[config.mk]
export PLATFORM = sky130hd
export DESIGN_NAME = gpm_top
export DESIGN_NICKNAME = d
export VERILOG_FILES = /design/src/logic/gpm_pkg.sv /design/src/logic/gpm_top.sv
export SDC_FILE = /design/constraint.sdc
export NUM_CORES = 1
export LEC_CHECK = 0
export ABC_CLOCK_PERIOD_IN_PS = 3200
export BUFFER_PORTS_ARGS = -buffer_cell sky130_fd_sc_hd__buf_2
export CAP_MARGIN = 40
export CORE_UTILIZATION = 50
export CTS_CLUSTER_DIAMETER = 60
export DETAILED_ROUTE_END_ITERATION = 8
export HOLD_SLACK_MARGIN = 0.03
export PLACE_DENSITY = 0.81
export SYNTH_ARGS = -nofsm -noshare
export SYNTH_HDL_FRONTEND = slang
export SYNTH_SLANG_ARGS = --single-unit
[constraint.sdc]
create_clock -name aclk -period 3.2 [get_ports aclk]
set_clock_uncertainty 0.05 [all_clocks]
set_input_delay 0.48 -clock aclk [delete_from_list [all_inputs] [get_ports aclk]]
set_output_delay 0.48 -clock aclk [all_outputs]
set_load 0.02 [all_outputs]
[src/logic/gpm_pkg.sv]
// Purpose: constants and types for the three-port gpio block with misc control
// Assumes: axi4-lite register access, 32-bit data, 8-bit registers in low bits
// Notes: printed offsets are not all multiples of four, so they are indices
//
// Overview of operation
// - data writes always update the output latch
// - data read: latch if output, pin if input
// - direction bit 0 input, 1 output
// - input option: 0 floating, 1 pull-up
// - output option: 0 open-drain, 1 push-pull
// - pins without option act as open-drain outputs and floating inputs
// - all registers reset to zero
// - group b sense field encoding, four ways
// - group a sense field, same encoding
// - sense writes only while interrupts masked
// - clock enable bit drives core clock to pin
// - slow divider: 4, 8, 16, 32 selection
// - slow select 0 divides by two
// - upper four bits of second reg read zero
// - master tx disable suppresses mosi drive
// - slave tx disable suppresses miso drive
// - select source: pin or soft level
// - select pin stays gpio for either select source
// - group pin levels anded before detection
// - request cleared on vector fetch or sense change
package gpm_pkg;
  // register indices, byte address is four times the index
  localparam logic [7:0] IDX_PORT_C_DATA = 8'h00;
  localparam logic [7:0] IDX_PORT_C_DIRECTION = 8'h01;
  localparam logic [7:0] IDX_PORT_C_DRIVE_OPTION = 8'h02;
  localparam logic [7:0] IDX_PORT_B_DATA = 8'h04;
  localparam logic [7:0] IDX_PORT_B_DIRECTION = 8'h05;
  localparam logic [7:0] IDX_PORT_B_DRIVE_OPTION = 8'h06;
  localparam logic [7:0] IDX_PORT_A_DATA = 8'h08;
  localparam logic [7:0] IDX_PORT_A_DIRECTION = 8'h09;
  localparam logic [7:0] IDX_PORT_A_DRIVE_OPTION = 8'h0A;
  localparam logic [7:0] IDX_MISC_ONE = 8'h20;
  localparam logic [7:0] IDX_MISC_TWO = 8'h40;
  localparam logic [7:0] REG_RESET = 8'h00;
  // misc_control_one fields
  localparam int B_SENSE_HI = 7;
  localparam int B_SENSE_LO = 6;
  localparam int CLK_PIN_BIT = 5;
  localparam int A_SENSE_HI = 4;
  localparam int A_SENSE_LO = 3;
  localparam int DIV_HI = 2;
  localparam int DIV_LO = 1;
  localparam int SLOW_BIT = 0;
  // misc_control_two fields
  localparam int MTX_DIS_BIT = 3;
  localparam int STX_DIS_BIT = 2;
  localparam int SEL_SRC_BIT = 1;
  localparam int SOFT_SEL_BIT = 0;
  localparam logic [7:0] MISC_TWO_MASK = 8'h0F;
  // pin index of the clock output on port c, select pin on port b
  localparam int CLK_OUT_PIN = 2;
  localparam int SELECT_PIN = 7;
  localparam int MOSI_PIN = 4;
  localparam int MISO_PIN = 5;
  // option-register implementation masks, 1 = option bit exists
  localparam logic [7:0] PORT_A_OPT_MASK = 8'hAF;
  localparam logic [7:0] PORT_B_OPT_MASK = 8'hFF;
  localparam logic [7:0] PORT_C_OPT_MASK = 8'hFF;
  // divider codes: core clock = oscillator / ratio
  localparam logic [5:0] DIV_NORMAL = 6'h02;
  localparam logic [5:0] DIV_CODE00 = 6'h04;
  localparam logic [5:0] DIV_CODE10 = 6'h08;
  localparam logic [5:0] DIV_CODE01 = 6'h10;
  localparam logic [5:0] DIV_CODE11 = 6'h20;
  localparam logic [1:0] RESP_OKAY = 2'h0;
  localparam logic [1:0] RESP_SLVERR = 2'h2;

  typedef enum logic [1:0] {
    SENSE_FALL_LOW,
    SENSE_RISE,
    SENSE_FALL,
    SENSE_BOTH
  } gpm_sense_t;

  typedef struct packed {
    logic [7:0] data;
    logic [7:0] dir;
    logic [7:0] opt;
  } gpm_port_t;

  typedef struct packed {
    logic [7:0] pin_out;
    logic [7:0] pin_oe;
    logic [7:0] pull_en;
  } gpm_pad_t;
endpackage

[src/logic/gpm_top.sv]
// Purpose: three 8-bit gpio ports plus misc interrupt, clock and spi pin control
// Assumes: pins synchronous to aclk; spi, irq controller and clock gen are outside
// Notes: 8-bit registers answer in the low byte of a 32-bit axi4-lite word
`timescale 1ns/1ps
module gpm_top (
  input wire logic aclk,
  input wire logic aresetn,
  input wire logic [31:0] s_axi_awaddr,
  input wire logic s_axi_awvalid,
  output logic s_axi_awready,
  input wire logic [31:0] s_axi_wdata,
  input wire logic [3:0] s_axi_wstrb,
  input wire logic s_axi_wvalid,
  output logic s_axi_wready,
  output logic [1:0] s_axi_bresp,
  output logic s_axi_bvalid,
  input wire logic s_axi_bready,
  input wire logic [31:0] s_axi_araddr,
  input wire logic s_axi_arvalid,
  output logic s_axi_arready,
  output logic [31:0] s_axi_rdata,
  output logic [1:0] s_axi_rresp,
  output logic s_axi_rvalid,
  input wire logic s_axi_rready,
  input wire logic irq_masked,
  input wire logic [7:0] port_a_in,
  input wire logic [7:0] port_b_in,
  input wire logic [7:0] port_c_in,
  output gpm_pkg::gpm_pad_t port_a_pad,
  output gpm_pkg::gpm_pad_t port_b_pad,
  output gpm_pkg::gpm_pad_t port_c_pad,
  input wire logic core_clock,
  input wire logic spi_active,
  input wire logic spi_mosi_out,
  input wire logic spi_mosi_oe,
  input wire logic spi_miso_out,
  input wire logic spi_miso_oe,
  output logic spi_select_in,
  input wire logic [7:0] group_a_enable,
  input wire logic [7:0] group_b_enable,
  input wire logic vector_fetch_a,
  input wire logic vector_fetch_b,
  output logic ext_irq_group_a,
  output logic ext_irq_group_b,
  output logic [5:0] clock_divide_ratio
);

  // ==========================================================================
  // bus handshake
  logic aw_hold_ff;
  logic w_hold_ff;
  logic [7:0] aw_idx_ff;
  logic [7:0] w_data_ff;
  logic w_lane_ff;
  logic bvalid_ff;
  logic rvalid_ff;
  logic [7:0] rdata_ff;
  logic rerr_ff;
  logic berr_ff;

  wire aw_take = s_axi_awvalid && !aw_hold_ff && !bvalid_ff;
  wire w_take = s_axi_wvalid && !w_hold_ff && !bvalid_ff;
  wire have_aw = aw_hold_ff || aw_take;
  wire have_w = w_hold_ff || w_take;
  wire wr_fire = have_aw && have_w && !bvalid_ff;
  wire [7:0] wr_idx = aw_hold_ff ? aw_idx_ff : s_axi_awaddr[9:2];
  wire [7:0] wr_byte = w_hold_ff ? w_data_ff : s_axi_wdata[7:0];
  wire wr_lane = w_hold_ff ? w_lane_ff : s_axi_wstrb[0];
  wire ar_take = s_axi_arvalid && !rvalid_ff;
  wire [7:0] rd_idx = s_axi_araddr[9:2];

  assign s_axi_awready = !aw_hold_ff && !bvalid_ff;
  assign s_axi_wready = !w_hold_ff && !bvalid_ff;
  assign s_axi_arready = !rvalid_ff;
  assign s_axi_bvalid = bvalid_ff;
  assign s_axi_rvalid = rvalid_ff;
  assign s_axi_bresp = berr_ff ? gpm_pkg::RESP_SLVERR : gpm_pkg::RESP_OKAY;
  assign s_axi_rresp = rerr_ff ? gpm_pkg::RESP_SLVERR : gpm_pkg::RESP_OKAY;
  assign s_axi_rdata = {24'h000000, rdata_ff};

  function automatic logic idx_mapped(input logic [7:0] idx);
    idx_mapped = (idx == gpm_pkg::IDX_PORT_C_DATA) || (idx == gpm_pkg::IDX_PORT_C_DIRECTION) ||
                 (idx == gpm_pkg::IDX_PORT_C_DRIVE_OPTION) || (idx == gpm_pkg::IDX_PORT_B_DATA) ||
                 (idx == gpm_pkg::IDX_PORT_B_DIRECTION) ||
                 (idx == gpm_pkg::IDX_PORT_B_DRIVE_OPTION) || (idx == gpm_pkg::IDX_PORT_A_DATA) ||
                 (idx == gpm_pkg::IDX_PORT_A_DIRECTION) ||
                 (idx == gpm_pkg::IDX_PORT_A_DRIVE_OPTION) || (idx == gpm_pkg::IDX_MISC_ONE) ||
                 (idx == gpm_pkg::IDX_MISC_TWO);
  endfunction

  always_ff @(posedge aclk) begin
    if (!aresetn) begin
      aw_hold_ff <= 1'b0;
      w_hold_ff <= 1'b0;
      aw_idx_ff <= 8'h00;
      w_data_ff <= 8'h00;
      w_lane_ff <= 1'b0;
      bvalid_ff <= 1'b0;
      berr_ff <= 1'b0;
    end else begin
      aw_hold_ff <= have_aw && !wr_fire;
      w_hold_ff <= have_w && !wr_fire;
      if (aw_take) begin
        aw_idx_ff <= s_axi_awaddr[9:2];
      end
      if (w_take) begin
        w_data_ff <= s_axi_wdata[7:0];
        w_lane_ff <= s_axi_wstrb[0];
      end
      if (wr_fire) begin
        bvalid_ff <= 1'b1;
        berr_ff <= !idx_mapped(wr_idx);
      end else if (s_axi_bready) begin
        bvalid_ff <= 1'b0;
      end
    end
  end

  // ==========================================================================
  // registers
  gpm_pkg::gpm_port_t port_a_ff;
  gpm_pkg::gpm_port_t port_b_ff;
  gpm_pkg::gpm_port_t port_c_ff;
  logic [7:0] misc_one_ff;
  logic [3:0] misc_two_ff;

  function automatic logic hit(input logic [7:0] idx);
    hit = wr_fire && wr_lane && (wr_idx == idx);
  endfunction

  // sense fields are locked unless the core masks interrupts
  wire [7:0] sense_keep = irq_masked ? 8'h00 : 8'hD8;
  wire [7:0] nxt_misc_one = (wr_byte & ~sense_keep) | (misc_one_ff & sense_keep);
  wire misc_one_wr = hit(gpm_pkg::IDX_MISC_ONE);

  always_ff @(posedge aclk) begin
    if (!aresetn) begin
      port_a_ff <= '0;
      port_b_ff <= '0;
      port_c_ff <= '0;
      misc_one_ff <= gpm_pkg::REG_RESET;
      misc_two_ff <= 4'h0;
    end else begin
      // latch written regardless of direction
      if (hit(gpm_pkg::IDX_PORT_A_DATA)) port_a_ff.data <= wr_byte;
      if (hit(gpm_pkg::IDX_PORT_B_DATA)) port_b_ff.data <= wr_byte;
      if (hit(gpm_pkg::IDX_PORT_C_DATA)) port_c_ff.data <= wr_byte;
      if (hit(gpm_pkg::IDX_PORT_A_DIRECTION)) port_a_ff.dir <= wr_byte;
      if (hit(gpm_pkg::IDX_PORT_B_DIRECTION)) port_b_ff.dir <= wr_byte;
      if (hit(gpm_pkg::IDX_PORT_C_DIRECTION)) port_c_ff.dir <= wr_byte;
      if (hit(gpm_pkg::IDX_PORT_A_DRIVE_OPTION)) begin
        port_a_ff.opt <= wr_byte & gpm_pkg::PORT_A_OPT_MASK;
      end
      if (hit(gpm_pkg::IDX_PORT_B_DRIVE_OPTION)) begin
        port_b_ff.opt <= wr_byte & gpm_pkg::PORT_B_OPT_MASK;
      end
      if (hit(gpm_pkg::IDX_PORT_C_DRIVE_OPTION)) begin
        port_c_ff.opt <= wr_byte & gpm_pkg::PORT_C_OPT_MASK;
      end
      if (misc_one_wr) misc_one_ff <= nxt_misc_one;
      if (hit(gpm_pkg::IDX_MISC_TWO)) misc_two_ff <= wr_byte[3:0];
    end
  end

  // ==========================================================================
  // pads
  gpm_pkg::gpm_pad_t nxt_pad [3];
  gpm_pkg::gpm_port_t ports [3];
  wire [7:0] pins_in [3];
  assign ports[0] = port_a_ff;
  assign ports[1] = port_b_ff;
  assign ports[2] = port_c_ff;
  assign pins_in[0] = port_a_in;
  assign pins_in[1] = port_b_in;
  assign pins_in[2] = port_c_in;

  wire [7:0] rd_port [3];
  genvar gp;
  generate
    for (gp = 0; gp < 3; gp++) begin : g_port
      // output high drives only in push-pull, open-drain releases the line
      assign nxt_pad[gp].pin_out = ports[gp].data;
      assign nxt_pad[gp].pin_oe = ports[gp].dir & (~ports[gp].data | ports[gp].opt);
      assign nxt_pad[gp].pull_en = ~ports[gp].dir & ports[gp].opt;
      assign rd_port[gp] = (ports[gp].dir & ports[gp].data) | (~ports[gp].dir & pins_in[gp]);
    end
  endgenerate

  // alternate functions override plain gpio
  wire clk_pin_on = misc_one_ff[gpm_pkg::CLK_PIN_BIT];
  wire sel_override = misc_two_ff[gpm_pkg::SEL_SRC_BIT];
  wire mosi_on = spi_active && spi_mosi_oe && !misc_two_ff[gpm_pkg::MTX_DIS_BIT];
  wire miso_on = spi_active && spi_miso_oe && !misc_two_ff[gpm_pkg::STX_DIS_BIT];
  gpm_pkg::gpm_pad_t pad_b_alt;
  gpm_pkg::gpm_pad_t pad_c_alt;

  always_comb begin
    pad_b_alt = nxt_pad[1];
    if (mosi_on) begin
      pad_b_alt.pin_out[gpm_pkg::MOSI_PIN] = spi_mosi_out;
      pad_b_alt.pin_oe[gpm_pkg::MOSI_PIN] = 1'b1;
    end
    if (miso_on) begin
      pad_b_alt.pin_out[gpm_pkg::MISO_PIN] = spi_miso_out;
      pad_b_alt.pin_oe[gpm_pkg::MISO_PIN] = 1'b1;
    end
    pad_c_alt = nxt_pad[2];
    if (clk_pin_on) begin
      pad_c_alt.pin_out[gpm_pkg::CLK_OUT_PIN] = core_clock;
      pad_c_alt.pin_oe[gpm_pkg::CLK_OUT_PIN] = 1'b1;
    end
  end

  // clock pin passes combinationally so the core clock is not resampled
  assign port_c_pad = pad_c_alt;

  always_ff @(posedge aclk) begin
    if (!aresetn) begin
      port_a_pad <= '0;
      port_b_pad <= '0;
    end else begin
      port_a_pad <= nxt_pad[0];
      port_b_pad <= pad_b_alt;
    end
  end

  // select pin stays ordinary gpio; spi sees pin or soft level
  assign spi_select_in = sel_override ? misc_two_ff[gpm_pkg::SOFT_SEL_BIT]
                                      : port_b_in[gpm_pkg::SELECT_PIN];

  // ==========================================================================
  // clock divider select
  wire [1:0] div_code = misc_one_ff[gpm_pkg::DIV_HI:gpm_pkg::DIV_LO];
  wire [5:0] slow_ratio = (div_code == 2'b00) ? gpm_pkg::DIV_CODE00 :
                          (div_code == 2'b10) ? gpm_pkg::DIV_CODE10 :
                          (div_code == 2'b01) ? gpm_pkg::DIV_CODE01 :
                          gpm_pkg::DIV_CODE11;
  assign clock_divide_ratio = misc_one_ff[gpm_pkg::SLOW_BIT] ? slow_ratio
                                                               : gpm_pkg::DIV_NORMAL;

  // ==========================================================================
  // external interrupt detection
  wire [7:0] grp_a_lvl = port_a_in | ~group_a_enable;
  wire [7:0] grp_b_lvl = port_b_in | ~group_b_enable;
  wire line_a = &grp_a_lvl;
  wire line_b = &grp_b_lvl;
  logic line_a_ff;
  logic line_b_ff;
  logic req_a_ff;
  logic req_b_ff;

  function automatic logic sense_hit(input logic [1:0] s, input logic now, input logic was);
    case (gpm_pkg::gpm_sense_t'(s))
      gpm_pkg::SENSE_FALL_LOW: sense_hit = !now;
      gpm_pkg::SENSE_RISE: sense_hit = now && !was;
      gpm_pkg::SENSE_FALL: sense_hit = !now && was;
      gpm_pkg::SENSE_BOTH: sense_hit = now != was;
      default: sense_hit = 1'b0;
    endcase
  endfunction

  wire [1:0] sense_a = misc_one_ff[gpm_pkg::A_SENSE_HI:gpm_pkg::A_SENSE_LO];
  wire [1:0] sense_b = misc_one_ff[gpm_pkg::B_SENSE_HI:gpm_pkg::B_SENSE_LO];
  wire ev_a = (group_a_enable != 8'h00) && sense_hit(sense_a, line_a, line_a_ff);
  wire ev_b = (group_b_enable != 8'h00) && sense_hit(sense_b, line_b, line_b_ff);
  wire chg_a = misc_one_wr && (nxt_misc_one[4:3] != sense_a);
  wire chg_b = misc_one_wr && (nxt_misc_one[7:6] != sense_b);

  always_ff @(posedge aclk) begin
    if (!aresetn) begin
      line_a_ff <= 1'b1;
      line_b_ff <= 1'b1;
      req_a_ff <= 1'b0;
      req_b_ff <= 1'b0;
    end else begin
      line_a_ff <= line_a;
      line_b_ff <= line_b;
      // a new event wins over a clear in the same cycle
      req_a_ff <= ev_a || (req_a_ff && !vector_fetch_a && !chg_a);
      req_b_ff <= ev_b || (req_b_ff && !vector_fetch_b && !chg_b);
    end
  end

  assign ext_irq_group_a = req_a_ff;
  assign ext_irq_group_b = req_b_ff;

  // ==========================================================================
  // read path
  wire [7:0] rd_mux = (rd_idx == gpm_pkg::IDX_PORT_A_DATA) ? rd_port[0] :
                      (rd_idx == gpm_pkg::IDX_PORT_B_DATA) ? rd_port[1] :
                      (rd_idx == gpm_pkg::IDX_PORT_C_DATA) ? rd_port[2] :
                      (rd_idx == gpm_pkg::IDX_PORT_A_DIRECTION) ? port_a_ff.dir :
                      (rd_idx == gpm_pkg::IDX_PORT_B_DIRECTION) ? port_b_ff.dir :
                      (rd_idx == gpm_pkg::IDX_PORT_C_DIRECTION) ? port_c_ff.dir :
                      (rd_idx == gpm_pkg::IDX_PORT_A_DRIVE_OPTION) ? port_a_ff.opt :
                      (rd_idx == gpm_pkg::IDX_PORT_B_DRIVE_OPTION) ? port_b_ff.opt :
                      (rd_idx == gpm_pkg::IDX_PORT_C_DRIVE_OPTION) ? port_c_ff.opt :
                      (rd_idx == gpm_pkg::IDX_MISC_ONE) ? misc_one_ff :
                      (rd_idx == gpm_pkg::IDX_MISC_TWO) ? {4'h0, misc_two_ff} :
                      8'h00;

  always_ff @(posedge aclk) begin
    if (!aresetn) begin
      rvalid_ff <= 1'b0;
      rdata_ff <= 8'h00;
      rerr_ff <= 1'b0;
    end else if (ar_take) begin
      rvalid_ff <= 1'b1;
      rdata_ff <= rd_mux;
      rerr_ff <= !idx_mapped(rd_idx);
    end else if (s_axi_rready) begin
      rvalid_ff <= 1'b0;
    end
  end

endmodule

* After elaboration in Yosys (flattened, before gate mapping)
Index checks and enable logic that the tools add are counted.
Operators by class: equality and inequality tests 32, multiplexer cells 34, bitwise operators 32, reductions and logical operators 91
Operators by type and width (number):
- $and A8 B8 Y8 | 14
- $mux W8 | 13
- $not A8 Y8 | 9
- $or A8 B8 Y8 | 9
- $eq A8 B3 Y1 const B | 6
- $eq A8 B4 Y1 const B | 6
- $logic_and A1 B1 Y1 | 39
- $logic_or A1 B1 Y1 | 24
- $mux W6 | 4
- $logic_not A1 Y1 | 17
- $eq A8 B1 Y1 const B | 2
- $eq A8 B2 Y1 const B | 2
- $eq A8 B6 Y1 const B | 2
- $eq A8 B7 Y1 const B | 2
- $logic_not A8 Y1 | 2
- $reduce_and A8 Y1 | 2
- $reduce_bool A8 Y1 | 2
- $mux W1 | 12
- $eq A2 B2 Y1 const B | 5
- $pmux W1 S4 | 2
- $eq A2 B1 Y1 const B | 3
- $logic_not A2 Y1 | 3
- $mux W2 | 2
- $mux W4 | 1
- 3 further kinds | 6
Storage, ports and cells: input port bits 156, word-level logic and storage cells 220, flip-flop bits (word level) 165

* Depth between registers and ports, before layout
depth in word-level cells 13, gate-level depth with buffers 9, depth with buffers taken out 8

* Worst setup path after synthesis
Ideal clock, no wire load.
kind input-to-reg, start point input s_axi_awaddr[9], end point register req_a_ff (netlist: ext_irq_group_a), required time 3.034 ns, library setup time 0.116 ns, arrival time 2.327 ns, cell stages on the path 7, setup slack 0.707 ns, path buffers 1, cell sequence or3_1 a2111oi_4 nor4b_4 and2_1 buf_6 o21ai_1 a41o_1
On the way: cells in the longest elaborated chain, start to end 7
RTL lines:
- from (decl) | RTL line gpm_top.sv:8 | input wire logic [31:0] s_axi_awaddr,
- $mux W8 | RTL line gpm_top.sv:66 | wire [7:0] wr_idx = aw_hold_ff ? aw_idx_ff : s_axi_awaddr[9:2];
- $eq A8 B6 Y1 | RTL line gpm_top.sv:128 | hit = wr_fire && wr_lane && (wr_idx == idx);
- $logic_and A1 B1 Y1 | RTL line gpm_top.sv:128
- $logic_and A1 B1 Y1 | RTL line gpm_top.sv:266 | wire chg_a = misc_one_wr && (nxt_misc_one[4:3] != sense_a);
- $logic_not A1 Y1 | RTL line gpm_top.sv:279 | req_a_ff <= ev_a || (req_a_ff && !vector_fetch_a && !chg_a);
- $logic_and A1 B1 Y1 | RTL line gpm_top.sv:279
- $logic_or A1 B1 Y1 | RTL line gpm_top.sv:279
- to (signal assigned) | RTL line gpm_top.sv:279
- to (decl) | RTL line gpm_top.sv:249 | logic req_a_ff;
No other way between the ends. A chain may end at the register's enable or synchronous reset.

* Worst setup path in the final report
start point register aw_hold_ff, end point register req_a_ff (netlist: ext_irq_group_a)
On the way: cells in the longest elaborated chain, start to end 12
RTL lines:
- from (decl) | RTL line gpm_top.sv:50 | logic aw_hold_ff;
- from (signal assigned) | RTL line gpm_top.sv:101 | aw_hold_ff <= have_aw && !wr_fire;
- $logic_not A1 Y1 | RTL line gpm_top.sv:61 | wire aw_take = s_axi_awvalid && !aw_hold_ff && !bvalid_ff;
- $logic_and A1 B1 Y1 (2 in series) | RTL line gpm_top.sv:61
- $logic_or A1 B1 Y1 | RTL line gpm_top.sv:63 | wire have_aw = aw_hold_ff || aw_take;
- $logic_and A1 B1 Y1 (2 in series) | RTL line gpm_top.sv:65 | wire wr_fire = have_aw && have_w && !bvalid_ff;
- $logic_and A1 B1 Y1 | RTL line gpm_top.sv:128
- $logic_and A1 B1 Y1 * | RTL line gpm_top.sv:128
- $logic_and A1 B1 Y1 * | RTL line gpm_top.sv:266
- $logic_not A1 Y1 * | RTL line gpm_top.sv:279
- $logic_and A1 B1 Y1 * | RTL line gpm_top.sv:279
- $logic_or A1 B1 Y1 * | RTL line gpm_top.sv:279
Mark *: on every way between the ends. The rest lies on a longest branch, timed or not.

==> flow_metrics.env <==
export IMPL_outcome="finished, final reports clean"
export IMPL_tns_ps=0
export IMPL_io_pin_count=278
export IMPL_synth_area_leaders="dfxtp_1 40%, o211a_1 10%, nand2_1 7.5%, buf_4 5.0%, mux2i_1 3.9%"
export IMPL_cts_tree="done"
export IMPL_cts_buffers=17
export IMPL_synth_warnings=0
export IMPL_overflow=0
export IMPL_r2r_cells=6
export IMPL_clock_path_buffers=2
export IMPL_drt_total_wl_um=23500
export IMPL_fill_cells=1430
export IMPL_fin_ws_ps=787.8
export IMPL_drt_iter0_markers=630
export IMPL_end_kind="flop"
export IMPL_hold_buffers=0
export IMPL_viasPerCell=5.631
export IMPL_syn_inst=948
export IMPL_yosys_area_top_type="dfxtp_1"
export IMPL_place_ws_ps=454.9
export IMPL_place_area_sq_um=9005
export IMPL_crit_fanout=10
export IMPL_synth_common_cells="163 x dfxtp_1, 162 x nand2_1, 83 x o211a_1, 54 x buf_4, 50 x inv_1"
export IMPL_vias=7444
export IMPL_place_congestion=0.9786
export IMPL_setup_viol=0
export IMPL_antenna_found_initial=0
export IMPL_cts_clk_slew_worst_paths_ps=70
export IMPL_ys_seq_elements=163
export IMPL_postRouteAntennaNets=0
export IMPL_rsz0062_at_grt="no"
export IMPL_max_freq_mhz=414.6
export IMPL_ctsHtreeMaxLevel=4
export IMPL_r2r_start="aw_hold_ff$_SDFF_PN0_"
export IMPL_syn_avg_cell_area_sq_um=8.603
export IMPL_hp_class="input port to flop"
export IMPL_power_total_mw=4.610
export IMPL_die_w_um=129.7
export IMPL_p_leak_nw=5.017
export IMPL_critPathCapture="ext_irq_group_a$_SDFF_PN0_"
export IMPL_cts_root_buf="clkbuf_16"
export IMPL_cts_setup_buffers=0
export IMPL_dr_max_layer_used="met4"
export IMPL_maxSlewHeadroom_pct=47.52
export IMPL_grt_max_degree=64
export IMPL_finalCritPeriodShare_pct=75.38
export IMPL_synth_main_ff_cell="dfxtp_1"
export IMPL_irDropWorstVdd_mv=0.3659
export IMPL_worstSetupPathType="flop to flop"
export IMPL_tightest_slew_ps=765.3
export IMPL_cp_arrival_ps=2690
export IMPL_coreArea_sq_um=15890
export IMPL_ff2ff_setup_slack_ps=790
export IMPL_slew_violations=0
export IMPL_synth_most_common_cell="dfxtp_1"
export IMPL_wl_met3_um=2027
export IMPL_drc=0
export IMPL_cap_violations=0
export IMPL_nNetsFinal=1253
export IMPL_die_h_um=129.7
export IMPL_insertedDiodeCount=0
export IMPL_drive_above_1_share_pct=23.15
export IMPL_final_min_clock_period_ps=2412
export IMPL_rows=46
export IMPL_syn_to_final_growth_pct=17.47
export IMPL_first_pass_iters=8
export IMPL_grt_use_total_pct=28.08
export IMPL_finalHoldViolCount=0
export IMPL_r2r_end="ext_irq_group_a$_SDFF_PN0_"
export IMPL_synth_async_sr_flop_share_pct=0
export IMPL_wl_met1_um=10420
export IMPL_grt_first_pass_wirelength_um=34970
export IMPL_cts_num_sinks=163
export IMPL_start_util_pct=51.34
export IMPL_register_area_sq_um=3263
export IMPL_ys_seq_area_share_pct=40.01
export IMPL_grt_pass1_vias=6287
export IMPL_power_density_nw_per_um2=481.2
export IMPL_routedWlPerCell_um=17.77
export IMPL_crit_required_ps=3480
export IMPL_start_kind="flop"
export IMPL_hold_slack_ps=190.8
export IMPL_synth_edff_count=0
export IMPL_port_buffers=173
export IMPL_met2_length_um=10350
export IMPL_netlist_area_sq_um=8155
export IMPL_multi_input_area_sq_um=4163
export IMPL_synth_top_area_share_pct=40.01
export IMPL_cts_resized=0
export IMPL_clk_latency_ps=430
export IMPL_synth_distinct_cells=62
export IMPL_startpoint="aw_hold_ff$_SDFF_PN0_"
export IMPL_die_area_sq_um=16830
export IMPL_design_area_sq_um=9580
export IMPL_hpwl_um=17390
area by class of cell:
class / count / share of cell area, %
Clock buffer: 20 / 4.767
Multi-Input combinational cell: 656 / 43.45
Tap cell: 216 / 2.821
Sequential cell: 163 / 34.06
Clock inverter: 12 / 1.241
Inverter: 50 / 1.959
Timing Repair Buffer: 205 / 11.70
cell families (layout without fill, tap and decap cells):
group / after synthesis / count (layout) / share of synthesized area [%]
simple gates: 324 / 324 / 19.05
compound gates: 251 / 251 / 23.81
flops: 163 / 163 / 40.01
buf+inv: 157 / 287 / 10.23
mux: 42 / 42 / 5.585
xor+xnor: 6 / 6 / 0.6445
fa+ha+maj: 4 / 4 / 0.6137
other cells: 1 / 29 / 0.04598
state kept, by name, summed over array words and instances (netlist names):
signal           flops
port_b_pad          24
rdata_ff             8
port_a_ff           14
w_hold_ff            1
misc_two_ff          4
misc_one_ff          8
aw_idx_ff            8
aw_hold_ff           1
line_b_ff            1
port_a_pad          22
port_b_ff           16
line_a_ff            1
w_data_ff            8
ext_irq_group_a      1
nxt_pad             17
ext_irq_group_b      1
port_c_ff           16
w_lane_ff            1
s_axi_bvalid         1
s_axi_rvalid         1
rerr_ff              1
berr_ff              1
port_c_pad           7
through the flow:
stage	utilization, %	instances
2_1_floorplan	-	976
3_3_place_gp	56.69	1290
3_5_place_dp	56.69	1290
4_1_cts	60.31	1322
5_1_grt	60.31	1322
6_report	60.31	1322
critical path, stage by stage, from the launching register on:
cell,delay [ps]
dfxtp_1,380
or3b_1,400
a2111oi_4,470
nor4b_4,300
and2_1,340
o21ai_1,120
a41o_1,250
worst min path at each step:
stage / startpoint / to / cells past startpoint
CTS: vector_fetch_b / ext_irq_group_b$_SDFF_PN0_ / 2
global route: vector_fetch_b / ext_irq_group_b$_SDFF_PN0_ / 2
global placement: port_a_ff[5]$_SDFFE_PN0P_ / port_a_pad[5]$_SDFF_PN0_ / 2
finish: vector_fetch_b / ext_irq_group_b$_SDFF_PN0_ / 2
floorplan: port_a_ff[5]$_SDFFE_PN0P_ / port_a_pad[5]$_SDFF_PN0_ / 2
detailed placement: port_a_ff[5]$_SDFFE_PN0P_ / port_a_pad[5]$_SDFF_PN0_ / 2
layer usage:
| layer | vias up | global-route usage (%) |
|---|---|---|
| met4 | 0 | 12.45 |
| met2 | 374 | 41.55 |
| met5 | - | 0 |
| met1 | 3481 | 39.16 |
| li1 | 3545 | - |
| met3 | 44 | 6.191 |
power breakdown:
part           internal, mW  switching (mW)  leakage (nW)
registers              2.06          0.0292          1.32
logic                 0.175           0.340          3.41
clock network          1.13           0.873         0.286
total                  3.37            1.24          5.02
placed cells by master (no fill, tap or decap), types with 5 or more instances in the layout:
cell type,count
and2_1,18
a21oi_1,35
nor2_1,48
nand2_1,162
nand3b_1,5
a22oi_1,14
o21ai_0,29
clkbuf_16,17
o22ai_1,19
mux2_2,8
nor3_1,8
conb_1,29
a31oi_1,9
o211a_1,83
nor2b_1,12
buf_4,32
nor3b_1,14
nand3_1,18
buf_2,172
nand2b_1,9
inv_6,5
dfxtp_1,163
inv_1,50
mux2i_1,32
nor4_1,5
a21boi_0,28
Note: power is estimated with default switching activity, not from simulation.
